<file path="src/logic/nid_pkg.sv">
package nid_pkg;
   // ************************************************
   // Register map
   // ************************************************
   localparam int ADDR_W = 12;
   localparam logic [ADDR_W-1:0] OFS_NODE_IDENTITY = 12'h0e8;
   localparam logic [ADDR_W-1:0] OFS_PHY_ACCESS = 12'h0ec;
   localparam logic [ADDR_W-1:0] OFS_INT_STATUS = 12'h1f0;
   localparam logic [ADDR_W-1:0] OFS_INT_MASK = 12'h1f4;

   // ************************************************
   // Field layout
   // ************************************************
   localparam int NID_VALID_BIT = 31;
   localparam int NID_ROOT_BIT = 30;
   localparam int NID_POWER_BIT = 27;
   localparam int NID_SEGMENT_LSB = 6;
   localparam int NID_NODE_LSB = 0;
   localparam int PA_DONE_BIT = 31;
   localparam int PA_RET_INDEX_LSB = 24;
   localparam int PA_RET_VALUE_LSB = 16;
   localparam int PA_READ_BIT = 15;
   localparam int PA_WRITE_BIT = 14;
   localparam int PA_TARGET_LSB = 8;
   localparam int PA_VALUE_LSB = 0;
   localparam int INT_BUS_RESET = 0;
   localparam int INT_SELF_ID = 1;
   localparam int INT_READ_DONE = 2;
   localparam int INT_W = 3;

   // ************************************************
   // Reset values and timing
   // ************************************************
   localparam logic [9:0] SEGMENT_RESET = 10'h3ff;
   localparam logic [5:0] NODE_RESET = 6'h00;
   localparam logic [INT_W-1:0] INT_RESET = 3'h0;
   localparam logic [1:0] PHY_REPLY_CYCLES = 2'h2;

   typedef enum logic [0:0]
   {
      NID_IDLE = 1'b0,
      NID_WAIT = 1'b1
   } nid_link_state_t;
endpackage

</file>
<file path="src/logic/nid_link_if.sv">
`timescale 1ns/10ps
interface nid_link_if;
   logic req_valid;
   logic req_write;
   logic [3:0] req_index;
   logic [7:0] req_data;
   logic xfer_valid;
   logic [3:0] xfer_index;
   logic [7:0] xfer_data;
   logic bus_reset;
   logic self_id_done;
   logic [5:0] self_id_node;
   logic phy_is_root;
   logic phy_power_ok;

   modport link_end
   (
      output req_valid, req_write, req_index, req_data,
      input xfer_valid, xfer_index, xfer_data, bus_reset, self_id_done,
      input self_id_node, phy_is_root, phy_power_ok
   );
   modport phy_end
   (
      input req_valid, req_write, req_index, req_data,
      output xfer_valid, xfer_index, xfer_data, bus_reset, self_id_done,
      output self_id_node, phy_is_root, phy_power_ok
   );
endinterface

</file>
<file path="src/logic/nid_link_end.sv">
// Our own choice: the address-and-strobe port.
`timescale 1ns/10ps
module nid_link_end
   import nid_pkg::*;
(
   input wire logic clk,
   input wire logic reset,
   nid_link_if.link_end phy,
   input wire logic [ADDR_W-1:0] sw_addr,
   input wire logic [31:0] sw_wdata,
   input wire logic sw_write,
   input wire logic sw_read,
   output logic [31:0] sw_rdata,
   output logic irq
);
   // ************************************************
   // State
   // ************************************************
   logic node_number_valid;
   logic is_root;
   logic cable_power_ok;
   logic in_bus_reset;
   logic [9:0] bus_segment_id;
   logic [5:0] physical_node_index;
   logic phy_read_complete;
   logic [3:0] phy_returned_reg_index;
   logic [7:0] phy_returned_value;
   logic phy_read_request;
   logic phy_write_request;
   logic [3:0] phy_target_reg_index;
   logic [7:0] phy_write_value;
   logic [INT_W-1:0] int_status;
   logic [INT_W-1:0] int_mask;
   logic [INT_W-1:0] next_int_status;
   logic [INT_W-1:0] int_events;
   nid_link_state_t state;
   logic wr_node;
   logic wr_access;
   logic wr_status;
   logic wr_mask;
   logic launch;
   logic launch_read;
   logic [31:0] node_word;
   logic [31:0] access_word;

   // ************************************************
   // Write decode
   // ************************************************
   always_comb
   begin
      wr_node = 1'b0;
      wr_access = 1'b0;
      wr_status = 1'b0;
      wr_mask = 1'b0;
      if (!sw_write)
      begin
         wr_node = 1'b0;
      end
      else if (sw_addr == OFS_NODE_IDENTITY)
      begin
         wr_node = 1'b1;
      end
      else if (sw_addr == OFS_PHY_ACCESS)
      begin
         wr_access = 1'b1;
      end
      else if (sw_addr == OFS_INT_STATUS)
      begin
         wr_status = 1'b1;
      end
      else if (sw_addr == OFS_INT_MASK)
      begin
         wr_mask = 1'b1;
      end
   end

   // ************************************************
   // Node identity
   // ************************************************
   always_ff @(posedge clk)
   begin
      if (reset)
      begin
         in_bus_reset <= 1'b0;
      end
      else if (phy.self_id_done)
      begin
         in_bus_reset <= 1'b0;
      end
      else if (phy.bus_reset)
      begin
         in_bus_reset <= 1'b1;
      end
   end

   // New node wins over a bus reset in the same cycle
   always_ff @(posedge clk)
   begin
      if (reset)
      begin
         node_number_valid <= 1'b0;
      end
      else if (phy.self_id_done)
      begin
         node_number_valid <= 1'b1;
      end
      else if (phy.bus_reset)
      begin
         node_number_valid <= 1'b0;
      end
   end

   always_ff @(posedge clk)
   begin
      if (reset)
      begin
         is_root <= 1'b0;
      end
      else if (phy.bus_reset || in_bus_reset)
      begin
         is_root <= phy.phy_is_root;
      end
   end

   always_ff @(posedge clk)
   begin
      if (reset)
      begin
         cable_power_ok <= 1'b0;
      end
      else
      begin
         cable_power_ok <= phy.phy_power_ok;
      end
   end

   always_ff @(posedge clk)
   begin
      if (reset)
      begin
         bus_segment_id <= SEGMENT_RESET;
      end
      else if (wr_node)
      begin
         bus_segment_id <= sw_wdata[NID_SEGMENT_LSB +: 10];
      end
   end

   // Software writes never reach the node index
   always_ff @(posedge clk)
   begin
      if (reset)
      begin
         physical_node_index <= NODE_RESET;
      end
      else if (phy.self_id_done)
      begin
         physical_node_index <= phy.self_id_node;
      end
   end

   // ************************************************
   // PHY register access
   // ************************************************
   always_ff @(posedge clk)
   begin
      if (reset)
      begin
         phy_target_reg_index <= 4'h0;
         phy_write_value <= 8'h00;
      end
      else if (wr_access)
      begin
         phy_target_reg_index <= sw_wdata[PA_TARGET_LSB +: 4];
         phy_write_value <= sw_wdata[PA_VALUE_LSB +: 8];
      end
   end

   // Read takes priority should software ever set both bits
   assign launch = (state == NID_IDLE) && (phy_read_request || phy_write_request);
   assign launch_read = launch && phy_read_request;

   // Writing zero leaves a pending request alone
   always_ff @(posedge clk)
   begin
      if (reset)
      begin
         phy_read_request <= 1'b0;
         phy_write_request <= 1'b0;
      end
      else
      begin
         phy_read_request <= (phy_read_request && !launch_read)
            || (wr_access && sw_wdata[PA_READ_BIT]);
         phy_write_request <= (phy_write_request && !(launch && !launch_read))
            || (wr_access && sw_wdata[PA_WRITE_BIT]);
      end
   end

   always_ff @(posedge clk)
   begin
      if (reset)
      begin
         phy.req_valid <= 1'b0;
         phy.req_write <= 1'b0;
         phy.req_index <= 4'h0;
         phy.req_data <= 8'h00;
      end
      else
      begin
         phy.req_valid <= launch;
         if (launch)
         begin
            phy.req_write <= !phy_read_request;
            phy.req_index <= phy_target_reg_index;
            phy.req_data <= phy_read_request ? 8'h00 : phy_write_value;
         end
      end
   end

   // A bus reset abandons the read wait, though the PHY still sends its reply after the fixed delay
   always_ff @(posedge clk)
   begin
      if (reset)
      begin
         state <= NID_IDLE;
      end
      else
      begin
         case (state)
            NID_IDLE:
            begin
               if (launch_read)
               begin
                  state <= NID_WAIT;
               end
            end
            NID_WAIT:
            begin
               if (phy.xfer_valid || phy.bus_reset)
               begin
                  state <= NID_IDLE;
               end
            end
            default:
            begin
               state <= NID_IDLE;
            end
         endcase
      end
   end

   // Arrival wins over a clearing write in the same cycle
   always_ff @(posedge clk)
   begin
      if (reset)
      begin
         phy_read_complete <= 1'b0;
      end
      else if (phy.xfer_valid)
      begin
         phy_read_complete <= 1'b1;
      end
      else if (wr_access && (sw_wdata[PA_READ_BIT] || sw_wdata[PA_WRITE_BIT]))
      begin
         phy_read_complete <= 1'b0;
      end
   end

   always_ff @(posedge clk)
   begin
      if (reset)
      begin
         phy_returned_reg_index <= 4'h0;
         phy_returned_value <= 8'h00;
      end
      else if (phy.xfer_valid)
      begin
         phy_returned_reg_index <= phy.xfer_index;
         phy_returned_value <= phy.xfer_data;
      end
   end

   // ************************************************
   // Interrupts
   // ************************************************
   assign int_events = {phy.xfer_valid, phy.self_id_done, phy.bus_reset};

   always_comb
   begin
      next_int_status = int_status;
      if (wr_status)
      begin
         next_int_status = int_status & ~sw_wdata[INT_W-1:0];
      end
      next_int_status = next_int_status | int_events;
   end

   always_ff @(posedge clk)
   begin
      if (reset)
      begin
         int_status <= INT_RESET;
         int_mask <= INT_RESET;
         irq <= 1'b0;
      end
      else
      begin
         int_status <= next_int_status;
         if (wr_mask)
         begin
            int_mask <= sw_wdata[INT_W-1:0];
         end
         irq <= |(next_int_status & (wr_mask ? sw_wdata[INT_W-1:0] : int_mask));
      end
   end

   // ************************************************
   // Read back
   // ************************************************
   always_comb
   begin
      node_word = 32'h0000_0000;
      node_word[NID_VALID_BIT] = node_number_valid;
      node_word[NID_ROOT_BIT] = is_root;
      node_word[NID_POWER_BIT] = cable_power_ok;
      node_word[15:0] = {bus_segment_id, physical_node_index};
      access_word = 32'h0000_0000;
      access_word[PA_DONE_BIT] = phy_read_complete;
      access_word[PA_RET_INDEX_LSB +: 4] = phy_returned_reg_index;
      access_word[PA_RET_VALUE_LSB +: 8] = phy_returned_value;
      access_word[PA_READ_BIT] = phy_read_request;
      access_word[PA_WRITE_BIT] = phy_write_request;
      access_word[PA_TARGET_LSB +: 4] = phy_target_reg_index;
      access_word[PA_VALUE_LSB +: 8] = phy_write_value;
   end

   // Data stand for exactly the cycle after the strobe
   always_ff @(posedge clk)
   begin
      if (reset || !sw_read)
      begin
         sw_rdata <= 32'h0000_0000;
      end
      else if (sw_addr == OFS_NODE_IDENTITY)
      begin
         sw_rdata <= node_word;
      end
      else if (sw_addr == OFS_PHY_ACCESS)
      begin
         sw_rdata <= access_word;
      end
      else if (sw_addr == OFS_INT_STATUS)
      begin
         sw_rdata <= {29'h0, int_status};
      end
      else if (sw_addr == OFS_INT_MASK)
      begin
         sw_rdata <= {29'h0, int_mask};
      end
      else
      begin
         sw_rdata <= 32'h0000_0000;
      end
   end
endmodule

</file>
<file path="src/flat_wrapper.sv">
// flat-port wrapper written by rule: the top's interface ports become plain ports
module nid_link_end_flat import nid_pkg::*;
  (clk, reset, sw_addr, sw_wdata, sw_write, sw_read, sw_rdata, irq, phy_req_valid, phy_req_write, phy_req_index, phy_req_data, phy_xfer_valid, phy_xfer_index, phy_xfer_data, phy_bus_reset, phy_self_id_done, phy_self_id_node, phy_phy_is_root, phy_phy_power_ok);
  nid_link_if phy_i ();
  input wire logic clk;
  input wire logic reset;
  input wire logic [ADDR_W-1:0] sw_addr;
  input wire logic [31:0] sw_wdata;
  input wire logic sw_write;
  input wire logic sw_read;
  output logic [31:0] sw_rdata;
  output logic irq;
  output wire logic [$bits(phy_i.req_valid)-1:0] phy_req_valid;
  output wire logic [$bits(phy_i.req_write)-1:0] phy_req_write;
  output wire logic [$bits(phy_i.req_index)-1:0] phy_req_index;
  output wire logic [$bits(phy_i.req_data)-1:0] phy_req_data;
  input wire logic [$bits(phy_i.xfer_valid)-1:0] phy_xfer_valid;
  input wire logic [$bits(phy_i.xfer_index)-1:0] phy_xfer_index;
  input wire logic [$bits(phy_i.xfer_data)-1:0] phy_xfer_data;
  input wire logic [$bits(phy_i.bus_reset)-1:0] phy_bus_reset;
  input wire logic [$bits(phy_i.self_id_done)-1:0] phy_self_id_done;
  input wire logic [$bits(phy_i.self_id_node)-1:0] phy_self_id_node;
  input wire logic [$bits(phy_i.phy_is_root)-1:0] phy_phy_is_root;
  input wire logic [$bits(phy_i.phy_power_ok)-1:0] phy_phy_power_ok;
  assign phy_req_valid = phy_i.req_valid;
  assign phy_req_write = phy_i.req_write;
  assign phy_req_index = phy_i.req_index;
  assign phy_req_data = phy_i.req_data;
  assign phy_i.xfer_valid = phy_xfer_valid;
  assign phy_i.xfer_index = phy_xfer_index;
  assign phy_i.xfer_data = phy_xfer_data;
  assign phy_i.bus_reset = phy_bus_reset;
  assign phy_i.self_id_done = phy_self_id_done;
  assign phy_i.self_id_node = phy_self_id_node;
  assign phy_i.phy_is_root = phy_phy_is_root;
  assign phy_i.phy_power_ok = phy_phy_power_ok;
  nid_link_end u_core (.clk(clk), .reset(reset), .phy(phy_i), .sw_addr(sw_addr), .sw_wdata(sw_wdata), .sw_write(sw_write), .sw_read(sw_read), .sw_rdata(sw_rdata), .irq(irq));
endmodule
</file>
<file path="config.mk">
export PLATFORM = sky130hd
export DESIGN_NAME = nid_link_end_flat
export DESIGN_NICKNAME = d
export VERILOG_FILES = /design/src/logic/nid_pkg.sv /design/src/logic/nid_link_if.sv /design/src/logic/nid_link_end.sv /design/src/flat_wrapper.sv
export SDC_FILE = /design/constraint.sdc
export NUM_CORES = 1
export LEC_CHECK = 0
export BUFFER_PORTS_ARGS = -buffer_cell sky130_fd_sc_hd__clkbuf_2
export CAP_MARGIN = 20
export CORE_MARGIN = 1
export CORE_UTILIZATION = 50
export CTS_BUF_LIST = sky130_fd_sc_hd__clkbuf_4
export CTS_CLUSTER_SIZE = 14
export DETAILED_ROUTE_END_ITERATION = 8
export PLACE_DENSITY = 0.9
export SLEW_MARGIN = 5
export SYNTH_ARGS = -nofsm -noshare
export SYNTH_HDL_FRONTEND = slang
export SYNTH_SLANG_ARGS = --single-unit
</file>
<file path="constraint.sdc">
create_clock -name clk -period 2.3 [get_ports clk]
set_input_delay 0.115 -clock clk [delete_from_list [all_inputs] [get_ports clk]]
set_output_delay 0.115 -clock clk [all_outputs]
set_load 0.005 [all_outputs]
</file>
* Yosys cells after proc, flatten, opt, wreduce, memory -nomap -nowiden
Index checks and enable logic that the tools add are counted.
Widths: inputs -> output; s select.
** Storage, ports and cells
- Flip-flop bits (word level) :: 101
- Input port bits :: 71
- Output and inout bits :: 47
** Cells by class
- Equal/unequal tests :: 4
- Muxes and demuxes :: 28
- Bitwise operators :: 5
- Reductions and logical operators :: 25
** Operator list (number)
- $mux 32 :: 3
- $eq 12x8->1 const B :: 2
- $eq 12x9->1 const B :: 2
- $mux 1 :: 20
- $mux 3 :: 3
- $logic_and 1x1->1 :: 8
- $mux 8 :: 1
- $logic_or 1x1->1 :: 7
- $and 3x3->3 :: 2
- $logic_not 1->1 :: 4
- $reduce_bool 2->1 :: 2
- $reduce_or 2->1 :: 2
- $reduce_or 4->1 :: 1
- $not 3->3 :: 1
- $or 3x3->3 :: 1
- $reduce_or 3->1 :: 1
- $pmux 1 s2 :: 1
- $not 1->1 :: 1

* Depth between registers and ports, before layout
- Depth after elaboration :: 9
- Depth in mapped cells :: 7
- Depth with buffers taken out :: 5

* Worst setup path before layout
Ideal clock, no wire load.
- Path kind :: input to register
- Start :: input port sw_addr[9]
- End :: register u_core.bus_segment_id[0]
- Arrival :: 1.755 ns
- Data required time :: 2.178 ns
- Slack :: 0.422 ns
- Stages on the path :: 7
- Path through :: or3_4 > or4_4 > buf_6 > or2_2 > buf_2 > nand2_1 > nand3b_1
** On the way
- Word-level cells in the longest chain between the ends :: 3
** RTL lines
- start, declared :: RTL line flat_wrapper.sv:7 : input wire logic [ADDR_W-1:0] sw_addr;
- $eq 12x8->1 :: RTL line nid_link_end.sv:59 : else if (sw_addr == OFS_NODE_IDENTITY)
- $mux 1 :: RTL line nid_link_end.sv:59
- $mux 1 :: RTL line nid_link_end.sv:55 : if (!sw_write)
- end signal, assigned :: RTL line nid_link_end.sv:145 : bus_segment_id <= sw_wdata[NID_SEGMENT_LSB +: 10];
- end, declared :: RTL line nid_link_end.sv:23 : logic [9:0] bus_segment_id;
Every way passes these cells.
A chain may end at the register's enable or synchronous reset.

* Worst setup path in the final report
- Start :: input port sw_addr[1]
- End :: register u_core.irq
** On the way
- Word-level cells in the longest chain between the ends :: 9
** RTL lines
- $eq 12x9->1, on equally long branches :: RTL line nid_link_end.sv:67, nid_link_end.sv:71
- $mux 1, on equally long branches :: RTL line nid_link_end.sv:67, nid_link_end.sv:71
- $mux 1, on equally long branches :: RTL line nid_link_end.sv:63, nid_link_end.sv:67
- $mux 1, on equally long branches :: RTL line nid_link_end.sv:59, nid_link_end.sv:63
- $mux 1, on equally long branches :: RTL line nid_link_end.sv:55, nid_link_end.sv:59
- $mux 3 / $mux 1 (equally long branches) :: RTL line nid_link_end.sv:292, nid_link_end.sv:55
- $or 3x3->3 / $mux 3 (equally long branches)
- $and 3x3->3 (*) :: RTL line nid_link_end.sv:314 : irq <= |(next_int_status & (wr_mask ? sw_wdata[INT_W-1:0] : int_mask));
- $reduce_or 3->1 (*) :: RTL line nid_link_end.sv:314
- end signal, assigned :: RTL line nid_link_end.sv:314
- end, declared :: RTL line nid_link_end.sv:14 : output logic irq
Mark *: on every way between the ends. The rest lies on a longest branch, timed or not.

==> qor.csv <==
metric,value,unit
status,finished clean,
peakVddDrop,0.297,mV
cp_data_arrival_time,2020,ps
hold_violations,0,
ys.flop_type,dfxtp_1,
hold_buffers,37,
slew_viol_final,0,
synthToLayoutAreaGrowth,30.4,%
worst_r2r_startpoint,u_core.state,
drive_above_1_share,27.2,%
clk_pin_slew,140,ps
vias,3013,
final_util,67.4,%
clockBufferDepth,2,
dp_hpwl,5400,µm
max_freq,596,MHz
die_w,85.8,µm
netSwitchingFraction,24.1,%
layout_common_cells,"clkbuf_2 (99), dfxtp_1 (99), nor2_1 (40), nand2_1 (38), dlygate4sd3_1 (37)",
dp_cells,537,
r2r_slack,1100,ps
netlist_area,3510,µm²
cts_buffers,9,
finalSetupTns,0,ps
firstDrtPassIters,4,
startpoint_type,input port,
num-nets-final,560,
dp_slack,180,ps
skew,18.4,ps
cp_max_fo,6,
setup_slack,622,ps
port_buffers,99,
max_slew_margin,56.5,%
cts_resized,0,
timing.rr.end,u_core.phy.req_index[1],
cts_tree,done,
grt_antenna_before_repair,0,
h-tree-depth,3,
setup_viol,0,
hold_path_end,u_core.is_root,
min_path_type,in -> reg,
instances_no_fill,589,
io_pins,118,
n_antenna_cell,0,
worstHoldStart,phy_bus_reset,
worstMarginPinSlew,653,ps
crit_required,2640,ps
rows,30,
grt-ovfl-total,0,
synth.distinct_cells,39,
routedWlPerCell,13.7,µm
synth_area_leaders,"dfxtp_1 (56%), mux2i_1 (8.6%), nor2_1 (4.3%), nand2_1 (4.1%), a22o_1 (3.2%)",
fillCellCount,551,
yosysTopAreaCell,dfxtp_1,
period_share,73.0,%
seqPwrFrac,64.3,%
ys_ff_latch,99,
fp.dieH,85.8,µm
maxCapViolations,0,
place_congestion,0.835,
comb_power_share,7.5,%
p_sw,0.000657,W
postCtsSetupBuffers,0,
internal_power,0.00207,W
grt_pass1_wl,12900,µm
period_minus_slack,1680,ps
syn_inst,353,
antenna_left,0,
drcViolationCount,0,
crit_type,in -> reg,
synth_warnings,0,
grt_pass1_vias,2912,
routed_wl,8060,µm
avgViaCountPerCell,5.12,
end_kind,flip-flop,
grt_max_degree,69,
clk-insertion-delay-late,440,ps
p_leak,2.08,nW
cts.sinks,99,
synth_edf_count,0,
rsz0062_at_grt,false,
power.total,0.00273,W
reg2regPathDepth,5,
synth_top_area_share,56.4,%
ys_seq_area_share,56.4,%
synth_area_per_cell,9.95,µm²
p_clk_share,28.2,%
async_flop_share,0,%
die_area,7360,µm²
drtIter0Drc,148,
start_util,51.7,%
clockRootBuffer,clkbuf_4,
core,6790,µm²
p_per_area,597,nW/µm²
whs_path_depth,4,
grt_use_total,22.5,%
==> final cells by class <==
| class | count | area (µm²) | area share, % |
|---|---|---|---|
| sequential | 99 | 1980 | 43.3 |
| multi-input combinational | 229 | 1410 | 30.8 |
| timing repair buffer | 146 | 941 | 20.6 |
| tap | 96 | 120 | 2.62 |
| clock buffer | 9 | 67.6 | 1.48 |
| clock inverter | 6 | 42.5 | 0.929 |
| inverter | 4 | 15.0 | 0.328 |
==> power groups by stage <==
stage | combinational (W) | sequential (W) | clock, W
3_5_place_dp | 0.000155 | 0.00179 | 0
5_1_grt | 0.000224 | 0.00176 | 0.000868
4_1_cts | 0.000205 | 0.00176 | 0.000790
2_1_floorplan | 0.0000882 | 0.00179 | 0
6_report | 0.000206 | 0.00176 | 0.000769
3_3_place_gp | 0.000148 | 0.00179 | 0
==> cell usage after synthesis (3+ instances only) <==
library cell	number
mux2i_1	30
buf_2	3
clkbuf_1	13
a21oi_1	20
a22oi_1	9
o22ai_1	3
nor2b_1	5
dfxtp_1	99
o21ai_0	15
and2_1	17
nor2_1	40
a22o_1	13
nand2_1	38
nand3b_1	11
inv_1	4
==> through the flow <==
stage	instance area, µm²	hold slack [ps]
6_report	4580	33.6
5_1_grt	4580	64.0
4_1_cts	4580	3.95
3_5_place_dp	4100	339
3_3_place_gp	4100	333
2_1_floorplan	3520	196
==> metal layers <==
layer / up-vias / GRT usage (%) / wire (µm)
met5: - / 0 / 0
li1: 1483 / - / -
met2: 79 / 39.9 / 4160
met4: 0 / 11.7 / 189
met3: 19 / 4.52 / 321
met1: 1432 / 25.5 / 3390
==> critical path, stage by stage <==
cell      delay [ps]
clkbuf_2          70
or3b_2           490
or4_4            540
nor3_2           330
a31oi_1          160
a211o_1          310
==> cells by family after synthesis <==
group,count (synthesis),synth area share (%)
AO/OA/AOI/OAI,70,12.8
buffers and inverters,26,3.53
flip-flops,99,56.4
multiplexers,30,8.55
other,1,0.107
AND/OR/NAND/NOR,127,18.6
==> flip-flops by register name, summed over array words and instances (netlist names) <==
name	count
u_core.sw_rdata	30
u_core.bus_segment_id	10
u_core.phy.req_data	8
u_core.phy_returned_value	8
u_core.phy_write_value	8
u_core.physical_node_index	6
u_core.phy.req_index	4
u_core.phy_returned_reg_index	4
u_core.phy_target_reg_index	4
u_core.int_mask	3
u_core.int_status	3
u_core.cable_power_ok	1
u_core.in_bus_reset	1
u_core.irq	1
u_core.is_root	1
u_core.node_number_valid	1
u_core.phy.req_valid	1
u_core.phy.req_write	1
u_core.phy_read_complete	1
u_core.phy_read_request	1
u_core.phy_write_request	1
u_core.state	1
==> worst max path at each step <==
stage	startpoint	endpoint	slack, ps	depth (start not counted)
detailed placement	sw_addr[1]	u_core.irq	180	6
CTS	sw_addr[1]	u_core.irq	660	6
floorplan	sw_addr[9]	u_core.bus_segment_id[0]	420	7
finish	sw_addr[1]	u_core.irq	620	6
global placement	sw_addr[1]	u_core.irq	210	6
global route	sw_addr[1]	u_core.irq	560	6
Note: power is estimated with default switching activity, not from simulation.
